### src/pkg/ffs_pkg.sv
// shared constants and carrier types for the sync request header and writeback framer
package ffs_pkg;

  // header field positions and count limits
  localparam int unsigned HDR_PRIM_LSB     = 0;
  localparam int unsigned HDR_SVERT_LSB    = 16;
  localparam int unsigned HDR_SPRIM_LSB    = 0;
  localparam int unsigned HDR_FIELD_W      = 16;
  localparam logic [15:0] GEOM_PRIM_MAX    = 16'h0400;
  localparam logic [15:0] STREAM_VERT_MAX  = 16'h0BFA;
  localparam logic [15:0] STREAM_PRIM_MAX  = 16'h0400;

  // writeback layout
  localparam int unsigned WB_DWORDS        = 8;
  localparam int unsigned WB_NUM_INDEX     = 4;
  localparam int unsigned WB_INDEX_DW0     = 1;
  localparam int unsigned WB_TAG_LSB       = 16;
  localparam int unsigned WB_TAG_W         = 8;
  localparam int unsigned WB_PTR_LSB       = 0;
  localparam int unsigned WB_PTR_W         = 12;

  // register byte offsets
  localparam logic [7:0] REG_CTRL         = 8'h00;
  localparam logic [7:0] REG_POOL_BASE    = 8'h04;
  localparam logic [7:0] REG_POOL_COUNT   = 8'h08;
  localparam logic [7:0] REG_ENTRY_STRIDE = 8'h0C;
  localparam logic [7:0] REG_INDEX0       = 8'h10;
  localparam logic [7:0] REG_INDEX_STEP   = 8'h20;
  localparam logic [7:0] REG_STATUS       = 8'h24;
  localparam logic [7:0] REG_CLEAR        = 8'h28;
  localparam logic [7:0] REG_ENABLE       = 8'h2C;
  localparam logic [7:0] REG_LAST_COUNTS  = 8'h30;

  // control bits
  localparam int unsigned CTRL_AUTO_ADV   = 0;
  localparam int unsigned CTRL_GEOM_EN    = 1;
  localparam int unsigned CTRL_STREAM_EN  = 2;
  localparam int unsigned CTRL_W          = 3;

  // event bits
  localparam int unsigned EV_ACCEPT       = 0;
  localparam int unsigned EV_NO_HANDLE    = 1;
  localparam int unsigned EV_BAD_HEADER   = 2;
  localparam int unsigned EV_WB_DONE      = 3;
  localparam int unsigned EV_W            = 4;

  // reset values
  localparam logic [31:0] RST_ZERO        = 32'h0000_0000;
  localparam logic [11:0] RST_STRIDE      = 12'h001;
  localparam logic [31:0] RST_STEP        = 32'h0000_0000;

  typedef struct packed {
    logic [31:0] dw1;
    logic [31:0] dw0;
  } ffs_hdr_t;

  typedef struct packed {
    logic [15:0] geom_prim_count;
    logic [15:0] stream_vertex_count;
    logic [15:0] stream_prim_count;
  } ffs_counts_t;

  typedef struct packed {
    logic                handle_valid;
    logic [WB_TAG_W-1:0] entry_link_tag;
    logic [WB_PTR_W-1:0] first_entry_pointer;
  } ffs_handle_t;

  typedef logic [WB_DWORDS-1:0][31:0] ffs_wb_t;
  typedef logic [WB_NUM_INDEX-1:0][31:0] ffs_index_t;

endpackage : ffs_pkg

### src/ffs_hdr_decode.sv
// header field extraction and range checking for sync requests
`timescale 1ns/10ps
module ffs_hdr_decode
  import ffs_pkg::*;
(
  // header in
  input  wire ffs_pkg::ffs_hdr_t    hdr_i,
  input  wire logic                 geom_en_i,
  input  wire logic                 stream_en_i,
  input  wire logic                 auto_adv_i,
  // decoded out
  output      ffs_pkg::ffs_counts_t counts_o,
  output      logic                 bad_o
);
  import ffs_pkg::*;

  function automatic logic over(input logic [15:0] v, input logic [15:0] lim);
    over = v > lim;
  endfunction : over

  wire logic [15:0] raw_prim  = hdr_i.dw1[HDR_PRIM_LSB +: HDR_FIELD_W];
  wire logic [15:0] raw_svert = hdr_i.dw0[HDR_SVERT_LSB +: HDR_FIELD_W];
  wire logic [15:0] raw_sprim = hdr_i.dw0[HDR_SPRIM_LSB +: HDR_FIELD_W];

  // out-of-range or nonzero-while-disabled counts flag a malformed header
  wire logic bad_prim   = over(raw_prim, GEOM_PRIM_MAX) | (!geom_en_i && raw_prim != 16'h0000);
  wire logic bad_stream = over(raw_svert, STREAM_VERT_MAX) | over(raw_sprim, STREAM_PRIM_MAX)
                        | (!stream_en_i && (raw_svert != 16'h0000 || raw_sprim != 16'h0000));
  // stream counts are dropped when the unit advances indices itself
  wire logic stream_used = !auto_adv_i;

  assign counts_o.geom_prim_count     = raw_prim;
  assign counts_o.stream_vertex_count = stream_used ? raw_svert : 16'h0000;
  assign counts_o.stream_prim_count   = stream_used ? raw_sprim : 16'h0000;
  assign bad_o = bad_prim | (stream_used & bad_stream);

endmodule : ffs_hdr_decode

### src/ffs_wb_pack.sv
// assembles the eight-dword writeback from handle info and stream indices
`timescale 1ns/10ps
module ffs_wb_pack
  import ffs_pkg::*;
(
  // sources
  input  wire ffs_pkg::ffs_handle_t handle_i,
  input  wire ffs_pkg::ffs_index_t  index_i,
  input  wire logic                 is_geom_i,
  // packed writeback
  output      ffs_pkg::ffs_wb_t     wb_o
);
  import ffs_pkg::*;

  wire logic [31:0] dw0 = {8'h00,
                           handle_i.entry_link_tag,
                           4'h0,
                           handle_i.first_entry_pointer};

  always_comb
  begin
    wb_o    = '0;
    wb_o[0] = handle_i.handle_valid ? dw0 : 32'h0000_0000;
    // clip threads get zeros beyond dword 0
    for (int i = 0; i < WB_NUM_INDEX; i++)
    begin
      if (is_geom_i)
      begin
        wb_o[WB_INDEX_DW0 + i] = index_i[i];
      end
    end
  end

endmodule : ffs_wb_pack

### src/ffs_sync_unit.sv
// sync request framer: header decode, handle allocation, writeback and wishbone registers
//
// The implementer's own choices: the Wishbone register port and the register addresses.
`timescale 1ns/10ps
module ffs_sync_unit
  import ffs_pkg::*;
#(
  parameter int unsigned POOL_W = 8
)
(
  // clock and reset
  input  wire logic              clk_i,
  input  wire logic              rst_i,
  // wishbone slave
  input  wire logic              wb_cyc_i,
  input  wire logic              wb_stb_i,
  input  wire logic              wb_we_i,
  input  wire logic [7:0]        wb_adr_i,
  input  wire logic [3:0]        wb_sel_i,
  input  wire logic [31:0]       wb_dat_i,
  output      logic [31:0]       wb_dat_o,
  output      logic              wb_ack_o,
  // sync request from thread
  input  wire logic              req_valid_i,
  input  wire logic              req_is_geom_i,
  input  wire ffs_pkg::ffs_hdr_t req_hdr_i,
  output      logic              req_ready_o,
  // writeback to thread
  output      logic              wbk_valid_o,
  output      logic              wbk_handle_valid_o,
  output      logic              wbk_is_geom_o,
  output      ffs_pkg::ffs_wb_t  wbk_data_o,
  input  wire logic              wbk_ready_i,
  // interrupt
  output      logic              irq_o
);
  import ffs_pkg::*;

  if (POOL_W < 1 || POOL_W > 32)
  begin : g_chk
    $error("POOL_W must be 1..32");
  end

  typedef enum logic [1:0] {
    FFS_IDLE = 2'b01,
    FFS_SEND = 2'b10
  } ffs_state_t;

  function automatic logic [31:0] lane_merge(input logic [31:0] old_v,
                                             input logic [31:0] new_v,
                                             input logic [3:0]  sel);
    for (int b = 0; b < 4; b++)
    begin
      lane_merge[b*8 +: 8] = sel[b] ? new_v[b*8 +: 8] : old_v[b*8 +: 8];
    end
  endfunction : lane_merge

  ffs_state_t           state_reg;
  logic [CTRL_W-1:0]    ctrl_reg;
  logic [WB_PTR_W-1:0]  alloc_ptr_reg;
  logic [POOL_W-1:0]    pool_count_reg;
  logic [WB_PTR_W-1:0]  stride_reg;
  ffs_index_t           index_reg;
  logic [31:0]          step_reg;
  logic [EV_W-1:0]      status_reg;
  logic [EV_W-1:0]      enable_reg;
  logic [WB_TAG_W-1:0]  tag_reg;
  ffs_counts_t          last_counts_reg;
  logic [31:0]          rdata_reg;
  logic                 ack_reg;
  logic                 ready_reg;
  logic                 wbk_valid_reg;
  logic                 wbk_hv_reg;
  logic                 wbk_geom_reg;
  ffs_wb_t              wbk_data_reg;
  logic                 irq_reg;

  // bus decode
  wire logic        bus_req   = wb_cyc_i & wb_stb_i & !ack_reg;
  wire logic        bus_wr    = bus_req & wb_we_i;
  wire logic        wr_ctrl   = bus_wr && wb_adr_i == REG_CTRL;
  wire logic        wr_base   = bus_wr && wb_adr_i == REG_POOL_BASE;
  wire logic        wr_count  = bus_wr && wb_adr_i == REG_POOL_COUNT;
  wire logic        wr_stride = bus_wr && wb_adr_i == REG_ENTRY_STRIDE;
  wire logic        wr_step   = bus_wr && wb_adr_i == REG_INDEX_STEP;
  wire logic        wr_clear  = bus_wr && wb_adr_i == REG_CLEAR;
  wire logic        wr_enable = bus_wr && wb_adr_i == REG_ENABLE;
  wire logic [5:0]  idx_off   = 6'(wb_adr_i - REG_INDEX0);
  wire logic        in_index  = wb_adr_i >= REG_INDEX0 && wb_adr_i < REG_INDEX_STEP
                                && wb_adr_i[1:0] == 2'b00;
  wire logic [1:0]  idx_sel   = idx_off[3:2];
  // lane-merged write values, narrowed per register where they land
  wire logic [31:0] ctrl_wr   = lane_merge(32'(ctrl_reg), wb_dat_i, wb_sel_i);
  wire logic [31:0] stride_wr = lane_merge(32'(stride_reg), wb_dat_i, wb_sel_i);
  wire logic [31:0] enable_wr = lane_merge(32'(enable_reg), wb_dat_i, wb_sel_i);
  wire logic [31:0] base_wr   = lane_merge(32'(alloc_ptr_reg), wb_dat_i, wb_sel_i);
  wire logic [31:0] count_wr  = lane_merge(32'(pool_count_reg), wb_dat_i, wb_sel_i);

  // request handling
  wire logic        auto_adv  = ctrl_reg[CTRL_AUTO_ADV];
  wire logic        geom_en   = ctrl_reg[CTRL_GEOM_EN];
  wire logic        stream_en = ctrl_reg[CTRL_STREAM_EN];
  wire logic        accept    = state_reg == FFS_IDLE && req_valid_i;
  wire logic        done      = state_reg == FFS_SEND && wbk_ready_i;
  wire logic        have_hdl  = pool_count_reg != '0;
  ffs_counts_t      counts;
  logic             bad_hdr;
  ffs_handle_t      handle;
  ffs_wb_t          wb_frame;

  ffs_hdr_decode u_decode (
    .hdr_i       (req_hdr_i),
    .geom_en_i   (geom_en),
    .stream_en_i (stream_en),
    .auto_adv_i  (auto_adv),
    .counts_o    (counts),
    .bad_o       (bad_hdr)
  );

  // a handle is offered only while the pool holds one
  assign handle.handle_valid        = have_hdl;
  assign handle.entry_link_tag      = have_hdl ? tag_reg : '0;
  assign handle.first_entry_pointer = have_hdl ? alloc_ptr_reg : '0;

  ffs_wb_pack u_pack (
    .handle_i  (handle),
    .index_i   (index_reg),
    .is_geom_i (req_is_geom_i),
    .wb_o      (wb_frame)
  );

  // indices advance after being handed out; auto-advance uses the step register
  wire logic        adv_en   = accept & req_is_geom_i & stream_en;
  wire logic [31:0] adv_amt  = auto_adv ? step_reg
                                        : {16'h0000, counts.stream_vertex_count};

  // events and sticky status, set beats clear
  wire logic [EV_W-1:0] events = {done,
                                  accept & bad_hdr,
                                  accept & !have_hdl,
                                  accept};
  wire logic [EV_W-1:0] clr_bits = wr_clear ? wb_dat_i[EV_W-1:0] & {EV_W{wb_sel_i[0]}}
                                            : '0;
  wire logic [EV_W-1:0] status_next = (status_reg & ~clr_bits) | events;

  // read mux
  logic [31:0] rd_mux;
  always_comb
  begin
    rd_mux = 32'h0000_0000;
    if (in_index)
    begin
      rd_mux = index_reg[idx_sel];
    end
    else
    begin
      unique case (wb_adr_i)
        REG_CTRL:         rd_mux = 32'(ctrl_reg);
        REG_POOL_BASE:    rd_mux = 32'(alloc_ptr_reg);
        REG_POOL_COUNT:   rd_mux = 32'(pool_count_reg);
        REG_ENTRY_STRIDE: rd_mux = 32'(stride_reg);
        REG_INDEX_STEP:   rd_mux = step_reg;
        REG_STATUS:       rd_mux = 32'(status_reg);
        REG_ENABLE:       rd_mux = 32'(enable_reg);
        REG_LAST_COUNTS:  rd_mux = {last_counts_reg.stream_vertex_count,
                                    last_counts_reg.geom_prim_count};
        default:          rd_mux = 32'h0000_0000;
      endcase
    end
  end

  // bus slave and interrupt
  always_ff @(posedge clk_i)
  begin
    if (rst_i)
    begin
      ack_reg   <= 1'b0;
      rdata_reg <= RST_ZERO;
      irq_reg   <= 1'b0;
    end
    else
    begin
      ack_reg   <= bus_req;
      rdata_reg <= bus_req && !wb_we_i ? rd_mux : RST_ZERO;
      irq_reg   <= |(status_next & enable_reg);
    end
  end

  // software registers
  always_ff @(posedge clk_i)
  begin
    if (rst_i)
    begin
      ctrl_reg   <= '0;
      stride_reg <= RST_STRIDE;
      step_reg   <= RST_STEP;
      enable_reg <= '0;
      status_reg <= '0;
    end
    else
    begin
      if (wr_ctrl)
        ctrl_reg <= ctrl_wr[CTRL_W-1:0];
      if (wr_stride)
        stride_reg <= stride_wr[WB_PTR_W-1:0];
      if (wr_step)
        step_reg <= lane_merge(step_reg, wb_dat_i, wb_sel_i);
      if (wr_enable)
        enable_reg <= enable_wr[EV_W-1:0];
      status_reg <= status_next;
    end
  end

  // handle pool: software refill wins over an allocation in the same cycle
  always_ff @(posedge clk_i)
  begin
    if (rst_i)
    begin
      alloc_ptr_reg  <= '0;
      pool_count_reg <= '0;
      tag_reg        <= '0;
    end
    else
    begin
      if (wr_base)
        alloc_ptr_reg <= base_wr[WB_PTR_W-1:0];
      else if (accept && have_hdl)
        alloc_ptr_reg <= alloc_ptr_reg + stride_reg;
      if (wr_count)
        pool_count_reg <= count_wr[POOL_W-1:0];
      else if (accept && have_hdl)
        pool_count_reg <= pool_count_reg - 1'b1;
      if (accept && have_hdl)
        tag_reg <= tag_reg + 1'b1;
    end
  end

  // stream buffer start indices
  always_ff @(posedge clk_i)
  begin
    if (rst_i)
    begin
      index_reg <= '0;
    end
    else
    begin
      for (int i = 0; i < WB_NUM_INDEX; i++)
      begin
        if (bus_wr && in_index && idx_sel == 2'(i))
          index_reg[i] <= lane_merge(index_reg[i], wb_dat_i, wb_sel_i);
        else if (adv_en)
          index_reg[i] <= index_reg[i] + adv_amt;
      end
    end
  end

  // request / writeback sequencing
  always_ff @(posedge clk_i)
  begin
    if (rst_i)
    begin
      state_reg       <= FFS_IDLE;
      ready_reg       <= 1'b1;
      wbk_valid_reg   <= 1'b0;
      wbk_hv_reg      <= 1'b0;
      wbk_geom_reg    <= 1'b0;
      wbk_data_reg    <= '0;
      last_counts_reg <= '0;
    end
    else
    begin
      unique case (state_reg)
        FFS_IDLE:
        begin
          if (req_valid_i)
          begin
            state_reg       <= FFS_SEND;
            ready_reg       <= 1'b0;
            wbk_valid_reg   <= 1'b1;
            wbk_hv_reg      <= have_hdl;
            wbk_geom_reg    <= req_is_geom_i;
            wbk_data_reg    <= wb_frame;
            last_counts_reg <= counts;
          end
        end
        FFS_SEND:
        begin
          if (wbk_ready_i)
          begin
            state_reg     <= FFS_IDLE;
            ready_reg     <= 1'b1;
            wbk_valid_reg <= 1'b0;
          end
        end
      endcase
    end
  end

  assign wb_ack_o           = ack_reg;
  assign wb_dat_o           = rdata_reg;
  assign req_ready_o        = ready_reg;
  assign wbk_valid_o        = wbk_valid_reg;
  assign wbk_handle_valid_o = wbk_hv_reg;
  assign wbk_is_geom_o      = wbk_geom_reg;
  assign wbk_data_o         = wbk_data_reg;
  assign irq_o              = irq_reg;

endmodule : ffs_sync_unit

### config.mk
export PLATFORM = sky130hd
export DESIGN_NAME = ffs_sync_unit
export DESIGN_NICKNAME = d
export VERILOG_FILES = /design/src/pkg/ffs_pkg.sv /design/src/ffs_hdr_decode.sv /design/src/ffs_wb_pack.sv /design/src/ffs_sync_unit.sv
export SDC_FILE = /design/constraint.sdc
export NUM_CORES = 1
export LEC_CHECK = 0
export ABC_CLOCK_PERIOD_IN_PS = 5600
export CORE_MARGIN = 1
export CORE_UTILIZATION = 65
export CTS_BUF_LIST = sky130_fd_sc_hd__clkbuf_4
export DETAILED_ROUTE_END_ITERATION = 6
export DONT_BUFFER_PORTS = 1
export HOLD_SLACK_MARGIN = 0.02
export PLACE_DENSITY = 0.81
export SETUP_SLACK_MARGIN = 0.2
export SYNTH_ARGS = -nofsm -noshare
export SYNTH_HDL_FRONTEND = slang
export SYNTH_HIERARCHICAL = 1
export SYNTH_SLANG_ARGS = --single-unit
### constraint.sdc
create_clock -name clk_i -period 5.6 [get_ports clk_i]
set_input_delay 1.12 -clock clk_i [delete_from_list [all_inputs] [get_ports clk_i]]
set_output_delay 1.12 -clock clk_i [all_outputs]
set_load 0.05 [all_outputs]
# Word level (Yosys, flattened, before mapping)
# Index checks and enable logic that the tools add are counted.
word_totals:
  mem_count: 0
  rom_bits: 0
  inputBits: 116
  mem_bits_rw: 0
  reg_bits: 443
  latchBits: 0
classes:
  muxes: 38
  n_bitwise: 18
  magnitude_cmp: 6
  reduce_logical: 71
  mul: 0
  shift: 0
  eq_ne: 34
  div: 0
  n_addsub: 8
op_table:
  columns: ["op", "count"]
  rows:
  - ["$mux W32", 15]
  - ["$pmux W32 S8", 1]
  - ["$add A32 B32 Y32", 4]
  - ["$bmux W32 S2", 1]
  - ["$reduce_and A2 Y1", 29]
  - ["$mux W8", 6]
  - ["$reduce_bool A16 Y1", 3]
  - ["$ne A2 B2 Y1 const B", 21]
  - ["$eq A8 B6 Y1 const B", 5]
  - ["$gt A16 B11 Y1 const B", 2]
  - ["$mux W12", 2]
  - ["$mux W24", 1]
  - ["$logic_and A1 B1 Y1", 20]
  - ["$eq A8 B4 Y1 const B", 2]
  - ["$gt A16 B12 Y1 const B", 1]
  - ["$mux W16", 1]
  - ["$add A12 B12 Y12", 1]
  - ["$and A4 B4 Y4", 3]
  - ["$reduce_bool A2 Y1", 6]
  - ["$add A8 B1 Y8 const B", 1]
  - ["$and A1 B1 Y1", 8]
  - ["$eq A8 B3 Y1 const B", 1]
  - ["$ge A8 B5 Y1 const B", 1]
  - ["$logic_not A8 Y1", 1]
  - ["21 further kinds", 39]

# Depth between registers and ports, before layout
# Gate-level depths: netlist (run 1).
depth:
  ltp_word: 10
  mapped_depth: 21
  depth_no_buf: 14

# Cells and area by module
# Netlist (run 1), hierarchy kept.
modules_own_cells:
  columns: ["mod", "cells_each", "area_per_inst_um2", "n_inst"]
  rows:
  - ["ffs_sync_unit", 3883, 29961.2, 1]
  - ["ffs_wb_pack", 273, 1935.6, 1]
  - ["ffs_hdr_decode", 83, 534.3, 1]

# Worst setup path before layout (run 1)
# No wires, ideal clock.
synth_timing:
  path_type: "flip-flop to flip-flop"
  from: "register ctrl_reg[0]"
  to: "register index_reg[121] (netlist bit)"
  n_path_buf: 9
  arrival_time_ns: 4.889
  setup_slack_ns: 0.608
  synth_period_minus_slack_ns: 4.992
  stages_incl_launch_ff: 21
  cell_sequence: "dfxtp_1 buf_2 buf_2 buf_2 buf_2 buf_2 clkbuf_1 buf_2 buf_2 mux2_2 ha_1 clkbuf_1 nand2_1 nor4b_1 nor3_2 a211oi_1 o31ai_4 o31ai_1 a21oi_1 xnor2_1 a2111oi_2"
synth_via:
  elab_chain_len: 5
synth_rtl:
  columns: ["item", "line", "text"]
  rows:
  - ["start: declaration", "ffs_sync_unit.sv:59", "logic [CTRL_W-1:0] ctrl_reg;"]
  - ["start signal: assignment", "ffs_sync_unit.sv:203", "ctrl_reg <= ctrl_wr[CTRL_W-1:0];"]
  - ["$mux W16", "ffs_hdr_decode.sv:33", "assign counts_o.stream_vertex_count = stream_used ? raw_svert : 16'h0000;"]
  - ["$mux W32 *", "ffs_sync_unit.sv:134", "wire logic [31:0] adv_amt = auto_adv ? step_reg"]
  - ["$add A32 B32 Y32 *", "ffs_sync_unit.sv:252", "index_reg[i] <= index_reg[i] + adv_amt;"]
  - ["$mux W32 *", "ffs_sync_unit.sv:251", "else if (adv_en)"]
  - ["$mux W32 *", "ffs_sync_unit.sv:249", "if (bus_wr && in_index && idx_sel == 2'(i))"]
  - ["end signal: indexed assignment", "ffs_sync_unit.sv:250", "index_reg[i] <= lane_merge(index_reg[i], wb_dat_i, wb_sel_i);"]
  - ["end signal: indexed assignment", "ffs_sync_unit.sv:252", null]
  - ["end: declaration", "ffs_sync_unit.sv:63", "ffs_index_t index_reg;"]
# Every way passes the cells marked *; elsewhere a longest branch is shown, timed or not. The select of a mux whose other input is x is not followed.
# A chain may end at the register's enable or synchronous reset.

==> results by group, run 1 <==
Synth
  – Cells after synthesis: 4222
  – Synthesized cell area: 32300 um2
  – Synth warn: 6
  – Mean Syn Cell Area: 7.66 um2

Cells and area
  – Final core occ: 68.2%
  – Layout overhead on the synthesized area: 3.48%
  – Flip-flop count of the largest register after layout: 256
  – Number of nets in the finished design: 4319
  – Cell Count, Final, Fillers Out: 4839
  – Fillers: 4304
  – Share of layout cells above drive strength 1: 9.37%

Timing
  – Max transition margin: 27.1%
  – Total negative setup slack: 0 ps
  – Fin crit share: 85.5%
  – Setup Skew: 53.5 ps
  – Final number of hold-violating endpoints: 0
  – Slew @ Worst Pin: 1090 ps
  – Upper clock frequency limit: 209 MHz
  – Minimum period implied by the final worst setup slack: 4790 ps
  – Max-slew violation count: 0
  – Worst hold slack after final layout: 200 ps
  – Unrepaired setup endpoints after global routing: false
  – Setup violations, final: 0

Critical path
  – Critical Path Sink Type: flip-flop
  – Number of buffer and inverter stages on the critical path: 0
  – Data arrival, critical path: 5670 ps
  – Category of the critical setup timing path: reg2reg
  – CP required: 6480 ps
  – Cell with the most instances on the worst path: sky130_fd_sc_hd__o21a_1
  – Biggest cell delay along the critical path: 620 ps
  – Library cell contributing the largest single delay on the critical path: sky130_fd_sc_hd__dfxtp_4
  – Largest fanout on the critical path: 33
  – Worst path cell trace: nor2b_1 -> mux2_2 -> ha_1 -> fa_1 -> a21o_1 -> a21oi_1 -> o211ai_1 -> a41oi_1 -> o21a_1 -> o21a_1 -> a311oi_2 -> o41ai_1 -> mux2i_1 -> o21ai_0
  – Cell family with the largest share of critical-path delay: compound AO/OA/AOI/OAI gates
  – Startpoint class of the critical path: flip-flop

Clock network
  – Maximum level of the CTS H-tree: 4
  – Count of hold buffers inserted by post-cts repair: 0
  – Count of clock tree sinks: 537
  – Clock latency on the worst-skew pair: 1040 ps
  – Clk buf depth: 3
  – Total clock buffers created by CTS: 142
  – Setup repair bufs after CTS: 0
  – CTS resizes: 0
  – Clock transition time at the flip-flop clock pins of the worst setup and hold paths: 70 ps
  – CTS tree: built
  – Clock root cell: sky130_fd_sc_hd__clkbuf_4

Die
  – Initial Utilization: 65.9%
  – Area enclosed by the die boundary: 50600 um2
  – Floorplan core area: 49100 um2
  – Count of boundary I/O pins: 410
  – Die X-Extent: 225 um
  – Number of placement rows: 81
  – Vertical die dimension: 225 um

Detailed routing
  – Iteration-0 DRC count of the detailed router: 3866
  – Average wire per cell in the routed design: 22.3 um
  – Number of detailed-route iterations in the first pass: 7
  – Total routed wirelength: 108000 um
  – Routed vias: 31100
  – Number of nets with antenna violations after detailed routing: 0
  – Via-per-instance ratio: 6.42
  – Residual DRC count: 1

Min path
  – Type of the tightest min-delay check: in2reg

Power and ir drop
  – Overall power consumption: 8.56 mW
  – Pleak: 12.0 nW
  – Ratio of total power to cell area: 256 nW/um2
  – Largest voltage drop on the vdd net: 0.000226 V

Placement
  – Final weighted congestion in routability-driven placement: 1.01
  – Post-DP HPWL: 75800 um
  – Count of input and output buffers: 0
  – Number of placed instances, taps included: 4612

Global route
  – Global-route usage over all layers: 41.3%
  – Wire length of the first global-routing pass: 161000 um
  – Pin count of the biggest net entering global routing: 504
  – Number of antenna violations at the first check in global routing: 2
  – Number of global-route vias before repair: 28300
  – Overflow after GRT: 0

Outcome
  – Outcome: finished, violations left
  – Failing checks: design-rule violations

Run
  – Reported max-cap violation count: 0
stage by stage:
step | instance area (um2) | setup WS, ps
after floorplan | 32700 | 671
after detailed placement | 31700 | 577
after global routing | 33500 | 782
final | 33500 | 813
after CTS | 33500 | 1010
after global placement | 31700 | 620
layer usage:
layer  track usage, %  wire length [um]
met5                0                31
met4             28.8              7670
met3             11.7             12000
met2             64.3             48400
met1             49.1             40000
final cells by class:
| cell class | count | area (um2) | share of cell area [%] |
|---|---|---|---|
| multi-input cells | 3310 | 19500 | 58.4 |
| flip-flops and latches | 537 | 10800 | 32.1 |
| clock buffers | 193 | 1450 | 4.33 |
| well taps | 664 | 831 | 2.48 |
| repair buffers | 50 | 413 | 1.23 |
| clock inverters | 33 | 289 | 0.864 |
| inverters | 51 | 191 | 0.572 |
| diodes | 1 | 2.50 | 0.00748 |
where the power goes:
part           switching, mW  leakage [nW]  internal (mW)
Combinational          0.605          6.60          0.270
Sequential             0.268          4.34           3.93
Clock                   1.68          1.02           1.82
Total                   2.55          12.0           6.01
worst paths after layout:
kind         cells after the start  slack, ps              to         start
max reg2reg                     14        810  index_reg[124]   ctrl_reg[0]
max                             14        810  index_reg[124]   ctrl_reg[0]
min                              1        200   wbk_is_geom_o         rst_i
min reg2reg                      2        460    step_reg[17]  step_reg[17]
cell usage in the layout (no fill, tap or decap), types with 40 or more instances in the layout:
| master | n |
|---|---|
| sky130_fd_sc_hd__a21o_1 | 49 |
| sky130_fd_sc_hd__a21oi_1 | 544 |
| sky130_fd_sc_hd__a22oi_1 | 69 |
| sky130_fd_sc_hd__a31oi_1 | 40 |
| sky130_fd_sc_hd__and2_1 | 161 |
| sky130_fd_sc_hd__buf_4 | 47 |
| sky130_fd_sc_hd__clkbuf_4 | 193 |
| sky130_fd_sc_hd__conb_1 | 108 |
| sky130_fd_sc_hd__dfxtp_1 | 536 |
| sky130_fd_sc_hd__ha_1 | 106 |
| sky130_fd_sc_hd__inv_1 | 51 |
| sky130_fd_sc_hd__nand2_1 | 911 |
| sky130_fd_sc_hd__nand2b_1 | 49 |
| sky130_fd_sc_hd__nand3_1 | 79 |
| sky130_fd_sc_hd__nor2_1 | 254 |
| sky130_fd_sc_hd__nor3_1 | 47 |
| sky130_fd_sc_hd__o21ai_0 | 121 |
| sky130_fd_sc_hd__xnor2_1 | 95 |
| sky130_fd_sc_hd__xor2_1 | 58 |
Note: power is estimated with default switching activity, not from simulation.
==> run 2: changes to the inputs <==
- CTS_CLUSTER_DIAMETER: unset -> 60
- PLACE_DENSITY: 0.81 -> unset
- PLACE_DENSITY_LB_ADDON: unset -> 0.25
==> run 2 against run 1 <==
  * The run now ends clean
  * Setup slack worse by 100 ps
  * Wire length down 0.10%
  * First-iteration DRC count shrank 11%
  * Global-route usage grew 0.34 points
  * Non-clock buffer count fell by 3
  * Power shrank 0.74%
  * Fmax shrank 2.1%
  * Combinational power hardly changed
  * Sequential power barely moved
==> results by group, run 2 (synthesized netlist as in run 1, its figures left out) <==
Die
  – Initial Utilization: 65.9% (unchanged)
  – Die X-Extent: 225 um (unchanged)
  – Area enclosed by the die boundary: 50600 um2 (unchanged)
  – Count of boundary I/O pins: 410 (unchanged)
  – Number of placement rows: 81 (unchanged)
  – Floorplan core area: 49100 um2 (unchanged)
  – Vertical die dimension: 225 um (unchanged)

Clock network
  – CTS resizes: 0 (unchanged)
  – CTS tree: built
  – Maximum level of the CTS H-tree: 4 (unchanged)
  – Count of hold buffers inserted by post-cts repair: 0 (unchanged)
  – Clock latency on the worst-skew pair: 1040 ps (about the same)
  – Clk buf depth: 3 (unchanged)
  – Setup repair bufs after CTS: 0 (unchanged)
  – Clock root cell: sky130_fd_sc_hd__clkbuf_4
  – Total clock buffers created by CTS: 142 (unchanged)
  – Clock transition time at the flip-flop clock pins of the worst setup and hold paths: 70 ps (about the same)
  – Count of clock tree sinks: 537 (unchanged)

Detailed routing
  – Number of nets with antenna violations after detailed routing: 0 (unchanged)
  – Residual DRC count: 0 (-1)
  – Length of routed met2 wiring: 47700 um (-1.4%)
  – Average wire per cell in the routed design: 22.3 um (-0.27%)
  – Iteration-0 DRC count of the detailed router: 3439 (-11%)
  – Routed vias: 31100 (+0.074%)
  – Number of detailed-route iterations in the first pass: 6 (-1)
  – Wire length on met1: 40400 um (+1.0%)
  – Total routed wirelength: 108000 um (-0.10%)
  – Via-per-instance ratio: 6.41 (about the same)
  – DR top layer: met5
  – Routed wire length on met3: 11600 um (-3.0%)

Cells and area
  – Share of layout cells above drive strength 1: 9.28% (-0.087 points)
  – Final core occ: 68.1% (-0.099 points)
  – Number of nets in the finished design: 4316 (-0.069%)
  – Flip-flop count of the largest register after layout: 256 (unchanged)
  – Most frequent standard cell in the layout excluding fill and tap cells: sky130_fd_sc_hd__nand2_1
  – Most used cells in the layout excluding fill and tap cells: 911 x sky130_fd_sc_hd__nand2_1, 544 x sky130_fd_sc_hd__a21oi_1, 536 x sky130_fd_sc_hd__dfxtp_1
  – Layout overhead on the synthesized area: 3.33%

Critical path
  – Worst path cell trace: nor2b_1 -> mux2_2 -> ha_1 -> fa_1 -> a21o_1 -> a21oi_1 -> o211ai_1 -> a41oi_1 -> o21a_1 -> o21ai_0 -> a21oi_1 -> a2bb2oi_1 -> xor2_1 -> a211oi_1
  – Data arrival, critical path: 5790 ps (+120 ps)
  – Critical R2R Capture: index_reg[120]
  – Cell family with the largest share of critical-path delay: compound AO/OA/AOI/OAI gates
  – Cell with the most instances on the worst path: sky130_fd_sc_hd__a21oi_1
  – Startpoint class of the critical path: flip-flop
  – R2r setup slk: 710 ps (-100 ps)
  – Largest fanout on the critical path: 33 (unchanged)
  – Number of buffer and inverter stages on the critical path: 0 (unchanged)
  – Worst r2r src: ctrl_reg[0]
  – Category of the critical setup timing path: reg2reg
  – Worst R2R Path Depth: 14 (unchanged)
  – Critical Path Sink Type: flip-flop
  – Biggest cell delay along the critical path: 610 ps (about the same)
  – Library cell contributing the largest single delay on the critical path: sky130_fd_sc_hd__dfxtp_4
  – CP required: 6500 ps (+20 ps)

Placement
  – Final weighted congestion in routability-driven placement: 1.01 (about the same)
  – Post-placement worst setup slack: 477 ps (-99.6 ps)
  – Count of input and output buffers: 0 (unchanged)
  – Post-DP HPWL: 75600 um (-0.33%)

Global route
  – Global-route usage over all layers: 41.6% (+0.34 points)
  – Number of global-route vias before repair: 28300 (+0.032%)
  – Number of antenna violations at the first check in global routing: 3 (+1)
  – Pin count of the biggest net entering global routing: 504 (unchanged)
  – Wire length of the first global-routing pass: 163000 um (+1.1%)
  – Overflow after GRT: 0 (unchanged)

Power and ir drop
  – Part of the total power dissipated in the clock network: 40.3% (-0.5 points)
  – Switching power as a share of total power: 30.3% (+0.48 points)
  – Sequential Power Share: 49.4% (+0.4 points)
  – Pleak: 11.9 nW (-0.20%)
  – Largest voltage drop on the vdd net: 0.000271 V (+20%)
  – Ratio of total power to cell area: 254 nW/um2 (-0.59%)
  – Portion of total power attributed to combinational logic: 10.3% (about the same)
  – Internal power: 5.93 mW (-1.4%)
  – Sw power: 2.57 mW (+0.85%)

Timing
  – Least setup slack across all paths after layout: 712 ps (-101 ps)
  – Setup Skew: 59.2 ps (+5.66 ps)
  – Minimum period implied by the final worst setup slack: 4890 ps (+101 ps)
  – Final number of hold-violating endpoints: 0 (unchanged)
  – Unrepaired setup endpoints after global routing: false
  – Max transition margin: 21.0% (-6.0 points)
  – Upper clock frequency limit: 205 MHz (-2.1%)
  – Total negative setup slack: 0 ps (unchanged)
  – Fin crit share: 87.3% (+1.8 points)
  – Max-slew violation count: 0 (unchanged)
  – Setup violations, final: 0 (unchanged)
  – Slew @ Worst Pin: 1180 ps (+89.9 ps)

Run
  – Reported max-cap violation count: 0 (unchanged)

Min path
  – Cell count of the worst hold path: 1 (unchanged)
  – Endpoint of the worst hold-timing path: wbk_data_o[43]
  – Start point of the worst min-delay path: rst_i
  – Type of the tightest min-delay check: in2reg

Outcome
  – Outcome: finished, final reports clean
[run 2: changes by cell type in the layout (fill, tap and decap cells not counted), sizes merged]
cell	previous run	this run
clkinv	23	33
clkbuf	193	192
bufinv	5	3
diode	1	2
buf	50	47
inv	53	56
[run 2: power by group through the flow]
stage	clock (mW)	sequential [mW]	combinational, mW
after floorplan	0	4.24	0.857
after global placement	0	4.28	0.849
after detailed placement	0	4.28	0.855
after CTS	3.48	4.19	0.861
after global routing	3.69	4.21	0.987
final	3.43	4.20	0.877
[run 2: layout make-up]
| type | count | area, um2 |
|---|---|---|
| multi-input combinational | 3310 | 19500 |
| fill | 4382 | 15600 |
| sequential | 537 | 10800 |
| clock buffer | 192 | 1440 |
| tap | 664 | 831 |
| timing repair buffer | 47 | 378 |
| clock inverter | 44 | 283 |
| inverter | 51 | 191 |
| antenna | 2 | 5.00 |
[run 2: worst max path at each step]
stage             startpoint             end  slack, ps  cells past startpoint
3_3_place_gp   req_hdr_i[16]  index_reg[120]        530                     14
4_1_cts          ctrl_reg[0]  index_reg[120]        960                     14
5_1_grt          ctrl_reg[0]  index_reg[120]        580                     14
6_report         ctrl_reg[0]  index_reg[120]        710                     14
3_5_place_dp   req_hdr_i[16]  index_reg[120]        480                     14
2_1_floorplan    ctrl_reg[0]  index_reg[121]        670                     20
[run 2: through the flow]
stage	power (mW)	area (um2)	hold WS [ps]	instances
after floorplan	5.09	32700	436	4329
after global placement	5.13	31700	446	4609
after detailed placement	5.13	31700	451	4609
after CTS	8.54	33400	127	4845
after global routing	8.89	33400	107	4847
final	8.50	33400	190	4847
[run 2: layer usage]
layer	vias to the layer above	GRT usage, %
met4	2	30.1
li1	14400	-
met5	-	0
met3	434	10.9
met1	14500	51.0
met2	1803	63.2
